## config.mk

```make
export PLATFORM = sky130hd
export DESIGN_NAME = move_multiply_not_exec
export DESIGN_NICKNAME = d
export VERILOG_FILES = /design/src/pkg/exec_pkg.sv /design/src/instr_classify.sv /design/src/low_multiplier.sv /design/src/move_multiply_not_exec.sv
export SDC_FILE = /design/constraint.sdc
export NUM_CORES = 1
export LEC_CHECK = 0
export BUFFER_PORTS_ARGS = -buffer_cell sky130_fd_sc_hd__buf_2
export CORE_MARGIN = 2
export CORE_UTILIZATION = 60
export CTS_BUF_LIST = sky130_fd_sc_hd__clkbuf_4 sky130_fd_sc_hd__clkbuf_8
export CTS_CLUSTER_DIAMETER = 40
export CTS_CLUSTER_SIZE = 14
export DETAILED_ROUTE_END_ITERATION = 8
export GPL_TIMING_DRIVEN = 0
export PLACE_DENSITY = 0.81
export SLEW_MARGIN = 20
export SYNTH_ARGS = -nofsm -noshare
export SYNTH_HDL_FRONTEND = slang
export SYNTH_HIERARCHICAL = 1
export SYNTH_SLANG_ARGS = --single-unit
```

## constraint.sdc

```tcl
create_clock -name ref_clk -period 11.5 [get_ports ref_clk]
set_input_delay 2.3 -clock ref_clk [delete_from_list [all_inputs] [get_ports ref_clk]]
set_output_delay 2.3 -clock ref_clk [all_outputs]
set_load 0.02 [all_outputs]
```

## src/pkg/exec_pkg.sv

```systemverilog
package exec_pkg;

  // Opcode patterns of the instruction group.
  localparam logic [4:0] OP_IMM_MOVE = 5'h04;
  localparam logic [7:0] OP_REG_COPY = 8'h46;
  localparam logic [9:0] OP_FLAG_COPY = 10'h000;
  localparam logic [9:0] OP_MULTIPLY = 10'h10D;
  localparam logic [9:0] OP_INVERSE = 10'h10F;
  localparam logic [9:0] OP_NEGATE = 10'h109;
  localparam logic [15:0] OP_NOP_HINT = 16'hBF00;
  localparam logic [11:0] OP_SPECIAL_READ_HI = 12'hF3E;
  localparam logic [11:0] OP_SPECIAL_WRITE_HI = 12'hF38;

  // Register indices and special register selectors.
  localparam logic [3:0] REG_SP = 4'hD;
  localparam logic [3:0] REG_PC = 4'hF;
  localparam logic [7:0] SEL_STATUS = 8'h00;
  localparam logic [7:0] SEL_CONTROL = 8'h14;

  // Reset values.
  localparam logic [3:0] FLAGS_RESET = 4'h0;
  localparam logic [31:0] WORD_RESET = 32'h0000_0000;
  localparam logic [7:0] SPECIAL_RESET = 8'h00;

  typedef enum logic [3:0] {
    KIND_NONE = 4'h0,
    KIND_IMM_MOVE = 4'h1,
    KIND_REG_COPY = 4'h2,
    KIND_FLAG_COPY = 4'h3,
    KIND_MULTIPLY = 4'h4,
    KIND_INVERSE = 4'h5,
    KIND_NEGATE = 4'h6,
    KIND_NOP_HINT = 4'h7,
    KIND_SPECIAL_READ = 4'h8,
    KIND_SPECIAL_WRITE = 4'h9
  } kind_t;

endpackage

```

## src/instr_classify.sv

```systemverilog
`timescale 1ns/1ps
module instr_classify (
  input wire logic [15:0] instr_lo,
  input wire logic [15:0] instr_hi,
  output exec_pkg::kind_t kind,
  output logic wide
);
  always_comb begin
    kind = exec_pkg::KIND_NONE;
    wide = 1'b0;
    if (instr_lo[15:11] == exec_pkg::OP_IMM_MOVE) begin
      kind = exec_pkg::KIND_IMM_MOVE;
    end else if (instr_lo[15:8] == exec_pkg::OP_REG_COPY) begin
      kind = exec_pkg::KIND_REG_COPY;
    end else if (instr_lo[15:6] == exec_pkg::OP_FLAG_COPY) begin
      kind = exec_pkg::KIND_FLAG_COPY;
    end else if (instr_lo[15:6] == exec_pkg::OP_MULTIPLY) begin
      kind = exec_pkg::KIND_MULTIPLY;
    end else if (instr_lo[15:6] == exec_pkg::OP_INVERSE) begin
      kind = exec_pkg::KIND_INVERSE;
    end else if (instr_lo[15:6] == exec_pkg::OP_NEGATE) begin
      kind = exec_pkg::KIND_NEGATE;
    end else if (instr_lo == exec_pkg::OP_NOP_HINT) begin
      kind = exec_pkg::KIND_NOP_HINT;
    end else if (instr_lo[15:4] == exec_pkg::OP_SPECIAL_READ_HI) begin
      kind = exec_pkg::KIND_SPECIAL_READ;
      wide = 1'b1;
    end else if (instr_lo[15:4] == exec_pkg::OP_SPECIAL_WRITE_HI) begin
      kind = exec_pkg::KIND_SPECIAL_WRITE;
      wide = 1'b1;
    end
  end
endmodule // instr_classify

```

## src/low_multiplier.sv

```systemverilog
`timescale 1ns/1ps
module low_multiplier (
  input wire logic [31:0] op_a,
  input wire logic [31:0] op_b,
  output logic [31:0] product_lo
);
  logic [63:0] full_product;

  // The low word is the same for signed and unsigned operands.
  assign full_product = op_a * op_b;
  assign product_lo = full_product[31:0];
endmodule // low_multiplier

```

## src/move_multiply_not_exec.sv

```systemverilog
// Decided for this implementation: the address map and the plain strobed port.
`timescale 1ns/1ps
// What this block does
// - Immediate move zero-extends an 8-bit constant into a low register.
// - Immediate move sets N from bit 31, Z on zero; C, V kept.
// - Register copy writes source unchanged; high bit joins destination field.
// - Flag-setting copy sets N and Z; C and V kept.
// - Copy into register 15 branches and touches no flag.
// - Special read copies the status flags into a general register; other selectors read zero.
// - Special write copies a general register into a special register.
// - Multiply stores the low 32 product bits into the second operand register.
// - One multiplier serves signed and unsigned operands alike.
// - Flag-setting multiply sets N and Z; C and V kept.
// - Inverse writes complement; N, Z from result, C from shifter, V kept.
// - Negate runs as flag-setting reverse subtract from zero.
// - The hint changes no register, flag or memory.
// - The hint has no guaranteed timing.
// - Nothing executes unless its condition passes; nothing raises an exception.
module move_multiply_not_exec (
  input wire logic ref_clk,
  input wire logic rst,
  input wire logic instr_valid,
  input wire logic [15:0] instr_lo,
  input wire logic [15:0] instr_hi,
  input wire logic cond_pass,
  input wire logic privileged,
  input wire logic [31:0] rd_data_a,
  input wire logic [31:0] rd_data_b,
  output logic [3:0] rd_addr_a,
  output logic [3:0] rd_addr_b,
  output logic wr_en,
  output logic [3:0] wr_addr,
  output logic [31:0] wr_data,
  output logic branch_taken,
  output logic [31:0] branch_target,
  output logic [3:0] flags,
  output logic special_wr_en,
  output logic [7:0] special_sel,
  output logic [31:0] special_wr_data,
  output logic system_access,
  output logic instr_done,
  output logic wide_instr
);

  // ************************************************************
  // Decode
  // ************************************************************
  exec_pkg::kind_t kind;
  logic wide;
  logic [3:0] dest_idx;
  logic [3:0] src_idx;
  logic [7:0] sel;
  logic fire;
  logic [31:0] result;
  logic [31:0] special_word;
  logic [3:0] flags_reg;
  logic [3:0] flags_next;
  logic wr_en_next;
  logic branch_next;
  logic sys_next;
  logic [31:0] result_mul;

  instr_classify u_classify (
    .instr_lo(instr_lo),
    .instr_hi(instr_hi),
    .kind(kind),
    .wide(wide)
  );

  low_multiplier u_multiplier (
    .op_a(rd_data_a),
    .op_b(rd_data_b),
    .product_lo(result_mul)
  );

  function automatic logic [3:0] nz_update(input logic [3:0] old, input logic [31:0] val);
    nz_update = {val[31], (val == 32'h0000_0000), old[1], old[0]};
  endfunction

  assign fire = instr_valid && cond_pass;
  assign sel = instr_hi[7:0];

  always_comb begin
    dest_idx = {1'b0, instr_lo[2:0]};
    src_idx = {1'b0, instr_lo[5:3]};
    unique case (kind)
      exec_pkg::KIND_IMM_MOVE: begin
        dest_idx = {1'b0, instr_lo[10:8]};
      end
      exec_pkg::KIND_REG_COPY: begin
        dest_idx = {instr_lo[7], instr_lo[2:0]};
        src_idx = instr_lo[6:3];
      end
      exec_pkg::KIND_SPECIAL_READ: begin
        dest_idx = instr_hi[11:8];
      end
      exec_pkg::KIND_SPECIAL_WRITE: begin
        src_idx = instr_lo[3:0];
      end
      default: begin
      end
    endcase
  end

  assign rd_addr_a = src_idx;
  assign rd_addr_b = dest_idx;

  // ************************************************************
  // Special register selection
  // ************************************************************
  always_comb begin
    special_word = exec_pkg::WORD_RESET;
    if (sel == exec_pkg::SEL_STATUS) begin
      special_word = {flags_reg, 28'h000_0000};
    end
  end

  // ************************************************************
  // Execute
  // ************************************************************
  always_comb begin
    result = exec_pkg::WORD_RESET;
    flags_next = flags_reg;
    wr_en_next = 1'b0;
    branch_next = 1'b0;
    sys_next = 1'b0;
    if (fire) begin
      unique case (kind)
        exec_pkg::KIND_IMM_MOVE: begin
          result = {24'h00_0000, instr_lo[7:0]};
          flags_next = nz_update(flags_reg, result);
          wr_en_next = 1'b1;
        end
        exec_pkg::KIND_REG_COPY: begin
          result = rd_data_a;
          if (dest_idx == exec_pkg::REG_PC) begin
            branch_next = 1'b1;
          end else begin
            wr_en_next = 1'b1;
          end
        end
        exec_pkg::KIND_FLAG_COPY: begin
          result = rd_data_a;
          flags_next = nz_update(flags_reg, result);
          wr_en_next = 1'b1;
        end
        exec_pkg::KIND_MULTIPLY: begin
          result = result_mul;
          flags_next = nz_update(flags_reg, result);
          wr_en_next = 1'b1;
        end
        exec_pkg::KIND_INVERSE: begin
          result = ~rd_data_a;
          // With no shift the shifter carry is the current carry.
          flags_next = nz_update(flags_reg, result);
          wr_en_next = 1'b1;
        end
        exec_pkg::KIND_NEGATE: begin
          result = 32'h0000_0000 - rd_data_a;
          flags_next = {result[31], (result == 32'h0000_0000),
                        (rd_data_a == 32'h0000_0000),
                        (rd_data_a[31] & result[31])};
          wr_en_next = 1'b1;
        end
        exec_pkg::KIND_SPECIAL_READ: begin
          result = special_word;
          wr_en_next = 1'b1;
          sys_next = !(sel == exec_pkg::SEL_STATUS || sel == exec_pkg::SEL_CONTROL);
        end
        exec_pkg::KIND_SPECIAL_WRITE: begin
          if (sel == exec_pkg::SEL_STATUS) begin
            flags_next = rd_data_a[31:28];
          end else begin
            sys_next = 1'b1;
          end
        end
        exec_pkg::KIND_NOP_HINT: begin
        end
        exec_pkg::KIND_NONE: begin
        end
        default: begin
        end
      endcase
    end
  end

  // ************************************************************
  // State and outputs
  // ************************************************************
  always_ff @(posedge ref_clk) begin
    if (rst) begin
      flags_reg <= exec_pkg::FLAGS_RESET;
    end else begin
      flags_reg <= flags_next;
    end
  end

  always_ff @(posedge ref_clk) begin
    if (rst) begin
      wr_en <= 1'b0;
      wr_addr <= 4'h0;
      wr_data <= exec_pkg::WORD_RESET;
      branch_taken <= 1'b0;
      branch_target <= exec_pkg::WORD_RESET;
      instr_done <= 1'b0;
      wide_instr <= 1'b0;
      system_access <= 1'b0;
    end else begin
      wr_en <= wr_en_next;
      wr_addr <= dest_idx;
      wr_data <= result;
      branch_taken <= branch_next;
      branch_target <= result;
      // The hint retires in one cycle like the rest; no timing promise is made.
      instr_done <= instr_valid;
      wide_instr <= instr_valid && wide;
      system_access <= sys_next;
    end
  end

  always_ff @(posedge ref_clk) begin
    if (rst) begin
      special_wr_en <= 1'b0;
      special_sel <= exec_pkg::SPECIAL_RESET;
      special_wr_data <= exec_pkg::WORD_RESET;
    end else begin
      special_wr_en <= fire && (kind == exec_pkg::KIND_SPECIAL_WRITE);
      special_sel <= sel;
      special_wr_data <= rd_data_a;
    end
  end

  assign flags = flags_reg;

endmodule // move_multiply_not_exec

```

After elaboration in Yosys (flattened, before gate mapping)
Cells that the tools add are included.
{"block": "op_classes", "addsub": 1, "n_mul": 1, "div_mod_pow": 0, "n_lt_le_gt_ge": 0, "eq_ne": 19, "shifts": 0, "n_mux": 29, "n_bitwise": 8, "reduce_logical": 20}
{"operator": "32-bit case mux with 6 select lines", "n": 1}
{"operator": "32-bit zero test", "n": 4}
{"operator": "4-bit two-way mux", "n": 10}
{"operator": "32-bit by 32-bit multiplier with 32-bit output", "n": 1}
{"operator": "32-bit two-way mux", "n": 1}
{"operator": "32-bit inverter", "n": 1}
{"operator": "1-bit by 32-bit subtractor with 32-bit output, first input constant", "n": 1}
{"operator": "10-bit by 9-bit equality test with 1-bit output, second input constant", "n": 3}
{"operator": "12-bit equality test, second input constant", "n": 2}
{"operator": "4-bit case mux with 6 select lines", "n": 1}
{"operator": "16-bit equality test, second input constant", "n": 1}
{"operator": "8-bit zero test", "n": 2}
{"operator": "4-bit by 3-bit equality test with 1-bit output, second input constant", "n": 3}
{"operator": "4-bit equality test, second input constant", "n": 3}
{"operator": "1-bit two-way mux", "n": 12}
{"operator": "4-bit case mux with 3 select lines", "n": 1}
{"operator": "10-bit zero test", "n": 1}
{"operator": "4-bit by 2-bit equality test with 1-bit output, second input constant", "n": 2}
{"operator": "8-bit by 5-bit equality test with 1-bit output, second input constant", "n": 1}
{"operator": "8-bit by 7-bit equality test with 1-bit output, second input constant", "n": 1}
{"operator": "4-bit case mux with 2 select lines", "n": 1}
{"operator": "7-bit AND reduction", "n": 1}
{"operator": "1-bit inverter", "n": 6}
{"operator": "6-bit nonzero test", "n": 1}
{"operator": "other kinds (13)", "n": 17}
{"block": "totals", "reg_bits": 86, "latch_bits": 0, "ram_bits": 0, "rom_bits": 0, "input_bits": 101, "output_inout_bits": 126, "word_cells": 90, "memories": 0}

Longest topological paths before layout
{"block": "logic_depth", "word_depth": 15, "mapped_depth": 32, "ltp_nobuf": 30}

Modules after synthesis
The synthesis kept the hierarchy.
{"module": "low_multiplier", "instances": 1, "cells_per_inst": 1698, "area_each_um2": 15727.6}
{"module": "move_multiply_not_exec", "instances": 1, "cells_per_inst": 613, "area_each_um2": 4865.9}
{"module": "instr_classify", "instances": 1, "cells_per_inst": 29, "area_each_um2": 198.9}

Worst setup path before layout
No wires, ideal clock.
{"block": "synth_path", "kind": "input -> register", "startpoint": "input port rd_data_b[3]", "endpoint": "register flags_reg[2] (netlist: flags[2])", "setup_time_ns": 0.084, "arrival_ns": 9.019, "required_ns": 11.416, "path_slack_ns": 2.397, "cell_stages": 30, "path_buffers": 2, "cell_sequence": "clkbuf_1 > clkbuf_1 > and2_1 > fa_1 > inv_1 > fa_1 > fa_1 > fa_1 > inv_1 > fa_1 > inv_1 > fa_1 > inv_1 > fa_1 > fa_1 > ha_1 > nand3_1 > o221ai_1 > a21o_1 > a31oi_1 > o21ai_2 > nor4b_1 > a211o_2 > nor4_1 > nand4_1 > nor2_1 > a41oi_1 > a31oi_1 > a31oi_1 > o31ai_2"}
{"block": "synth_via", "elab_chain_len": 3}
{"item": "from (decl)", "line_no": "move_multiply_not_exec.sv:28", "source": "input wire logic [31:0] rd_data_b,"}
{"item": "32-bit by 32-bit multiplier with 32-bit output", "line_no": "low_multiplier.sv:10", "source": "assign full_product = op_a * op_b;"}
{"item": "net result_mul[28]", "line_no": "move_multiply_not_exec.sv:61", "source": "logic [31:0] result_mul;"}
{"item": "32-bit zero test", "line_no": "move_multiply_not_exec.sv:77", "source": "nz_update = {val[31], (val == 32'h0000_0000), old[1], old[0]};"}
{"item": "4-bit case mux with 6 select lines", "line_no": "move_multiply_not_exec.sv:128", "source": "unique case (kind)"}
{"item": "to (signal assigned)", "line_no": "move_multiply_not_exec.sv:192", "source": "flags_reg <= exec_pkg::FLAGS_RESET;"}
{"item": "to (signal assigned)", "line_no": "move_multiply_not_exec.sv:194", "source": "flags_reg <= flags_next;"}
{"item": "to (decl)", "line_no": "move_multiply_not_exec.sv:56", "source": "logic [3:0] flags_reg;"}
The timed path passes the listed nets, and every way through them passes these cells.
A chain may end at the register's enable or synchronous reset.

Final worst setup path
{"block": "layout_path", "startpoint": "input port rd_data_a[12]", "endpoint": "register flags_reg[3] (netlist: flags[3])"}
{"block": "layout_via", "elab_chain_len": 2, "word_cells_on_any_way": 3, "classes_between": "add/sub: 1; mul: 1; mux: 1"}
{"item": "from (decl)", "line_no": "move_multiply_not_exec.sv:27", "source": "input wire logic [31:0] rd_data_a,"}
{"item": "32-bit by 32-bit multiplier with 32-bit output", "line_no": "low_multiplier.sv:10"}
{"item": "net result_mul[31]", "line_no": "move_multiply_not_exec.sv:61"}
{"item": "4-bit case mux with 6 select lines", "line_no": "move_multiply_not_exec.sv:128"}
The timed path passes the listed nets, and every way through them passes these cells.

==> summary.md <==
| Metric | Value |
|---|---|
| CTS H-tree depth | 3 |
| Number of global-route vias before repair | 19017 |
| Post-synthesis cell type count | 86 |
| Slew @ Worst Pin | 1.14 ns |
| Most common cell after layout, fill and taps aside | fa_1 |
| CP most frequent cell | fa_1 |
| Core area | 34400 um^2 |
| Dominant cells by area after synthesis | fa_1, and2_1, dfxtp_1, ha_1, inv_1 |
| P&R area growth vs syn | 9.21% |
| Max transition margin | 24.0% |
| Yosys reg bits | 86 |
| Max-slew violation count | 0 |
| FP Rows | 68 |
| CP Class | input pin to flip-flop |
| Nets | 3206 |
| DPL Wire Length | 59.0 mm |
| Worst Reg2Reg Path Length in Cells | 2 |
| Synthesized cell area | 20800 um^2 |
| Drt pass-1 iters | 8 |
| Via count | 18055 |
| Critical Path Fanout Max | 10 |
| Startpoint Class | input pin |
| Ys Warns | 6 |
| Global route total overflow | 0 |
| Tot GR Track Use | 41.7% |
| Fraction of layout cells with a size suffix above 1 | 12.3% |
| Biggest regs | branch_target: 32 flops, special_wr_data: 32 flops, special_sel: 8 flops |
| Arrival time worst endpoint | 10.91 ns |
| Slowest stage delay, CP | 0.67 ns |
| R2r startpoint | flags[0] |
| Clock Sinks | 86 |
| Hold depth | 2 |
| Yosys top cell by area | fa_1 |
| Initial Utilization | 60.5% |
| Register-to-register setup slack | 10.59 ns |
| Worst setup margin | 0.844 ns |
| Die W | 190 um |
| Final TNS setup | 0 ns |
| CP required | 11.76 ns |
| Hold Path Sink | branch_target[31] |
| Worst-Skew Late Latency | 0.38 ns |
| Final wirelength | 72.8 mm |
| First-pass GRT wire length | 111 mm |
| Cell count after synthesis | 2340 |
| IO Port Bufs | 219 |
| Syn Nets | 2976 |
| F_max | 93.8 MHz |
| DR vias/cell | 5.95 |
| Post-CTS sizing | 0 |
| Worst r2r dst | branch_target[28] |
| Filler cells | 2954 |
| Reg clk slew, reported paths | 0.10 ns |
| Status | completed |
| Iter 0 DRT Violations | 1566 |
| Die H | 190 um |
| Dpl ws | 0.753 ns |
| Initial antenna violation count | 5 |
| CP Capture Type | flip-flop |
| Fraction of registers with async set/reset | 0% |
| Clk_skew | 0.0173 ns |
| DRC Markers | 0 |
| Period Utilization, post-route | 92.7% |
| Syn avg cell area | 8.89 um^2 |
| Unrepaired setup endpoints after global routing | no |
| WL per Instance | 24.0 um |
| Root buffer cell | clkbuf_8 |
| Die area | 36200 um^2 |
| CTS Buffer Depth | 2 |
| Sequential area share after synthesis | 8.28% |
| Commonest non-fill, non-tap cells in the layout | fa_1, and2_1, inv_1 |
| Top Family by Delay on Critical Path | adder cells |
| Count of max-cap constraint violations | 0 |
| CTS tree | done |
| Gpl congestion | 1.01 |
| Worst Hold Class | flip-flop to flip-flop |
| Main synth FF type | dfxtp_1 |
| Final setup violation count | 0 |
| Hold path startpoint | flags[3] |
| I/O pins | 227 |
| Endpoints failing hold | 0 |
| Post-synth EDFFs | 0 |
| Synth top area share | 39.3% |
| Post-CTS setup buffer count | 0 |
| Total CTS buffers | 9 |
| Final worst path period need | 10.66 ns |
| Worst path bufs/invs | 3 |
| Slowest CP cell | clkbuf_1 |
| CTS hold repair buffers | 0 |
| Largest net degree at the start of global routing | 18 |
| Antenna viol nets, final | 0 |
==> final cells by class <==
type / instances / area, um^2 / area share [%]
Timing Repair Buffer: 219 / 1100 / 4.83
Inverter: 369 / 1390 / 6.10
Clock buffer: 9 / 124 / 0.546
Multi-Input combinational cell: 1717 / 16900 / 74.5
Antenna cell: 3 / 7.51 / 0.0331
Clock inverter: 7 / 110 / 0.485
Sequential cell: 86 / 1720 / 7.58
Tap cell: 455 / 569 / 2.51
Buffer: 168 / 771 / 3.39
==> logic make-up (layout without fill, tap and decap cells) <==
group           count (synthesis)  after routing  share of synthesized area [%]
mux                             9              9                          0.457
simple gates                  872            872                           22.9
xor+xnor                      111            111                           4.68
buf+inv                       537            772                           10.4
compound gates                190            190                           6.38
fa+ha+maj                     535            535                           46.9
other cells                     0              3                              0
flops                          86             86                           8.28
==> tightest hold or removal path, cell delays in order (launching register included) <==
cell	delay, ns
dfxtp_1	0.33
nand2_1	0.06
a31oi_1	0.07
==> per-layer routing <==
| layer | vias up | GRT usage [%] | share of wire (%) |
|---|---|---|---|
| li1 | 7610 | - | - |
| met1 | 8941 | 49.9 | 35 |
| met2 | 1184 | 67.2 | 46 |
| met3 | 314 | 9.83 | 11 |
| met4 | 6 | 28.0 | 8.2 |
| met5 | - | 1.10 | 0.10 |
==> worst max path at each step <==
stage / cells past startpoint / startpoint / to / slack (ns)
floorplan: 30 / rd_data_b[3] / flags[2] / 2.40
global placement: 29 / rd_data_b[12] / flags[2] / 0.82
detailed placement: 30 / rd_data_b[12] / flags[3] / 0.75
CTS: 30 / rd_data_a[12] / flags[2] / 1.14
global route: 33 / rd_data_b[12] / flags[2] / 0.66
finish: 26 / rd_data_a[12] / flags[3] / 0.84
==> cell usage after synthesis, types with 4 or more instances <==
cell	n
nor3b_1	4
xor2_1	32
mux2i_1	5
buf_4	33
nor3_1	16
a22oi_1	9
fa_1	408
nor4_1	24
clkbuf_1	125
inv_1	369
nand3b_1	5
dfxtp_1	86
o21ai_0	36
a21o_1	7
nand3_1	17
o211ai_1	5
a21oi_1	53
nor2_1	84
nand4_1	13
a221oi_1	23
xnor2_1	79
a31oi_1	8
nor3_2	4
nand2_1	231
ha_1	127
or3_1	9
nor2b_1	51
nand4b_1	4
mux2_2	4
nand2b_1	5
a211oi_1	5
and2_1	372
buf_2	6
==> metrics by stage <==
| stage | instance area, um^2 | util [%] | std cells | hold WS [ns] |
|---|---|---|---|---|
| 3_5_place_dp | 22500 | 65.4 | 3014 | 0.485 |
| 5_1_grt | 22700 | 66.1 | 3032 | 0.518 |
| 2_1_floorplan | 20800 | - | 2340 | 0.564 |
| 3_3_place_gp | 22500 | 65.3 | 3014 | 0.488 |
| 4_1_cts | 22700 | 66.0 | 3030 | 0.491 |
| 6_report | 22700 | 66.1 | 3033 | 0.493 |
Power is left out: the tool's default activity adds up to more than one toggle a clock period on the data nets, which glitch-free logic cannot reach.
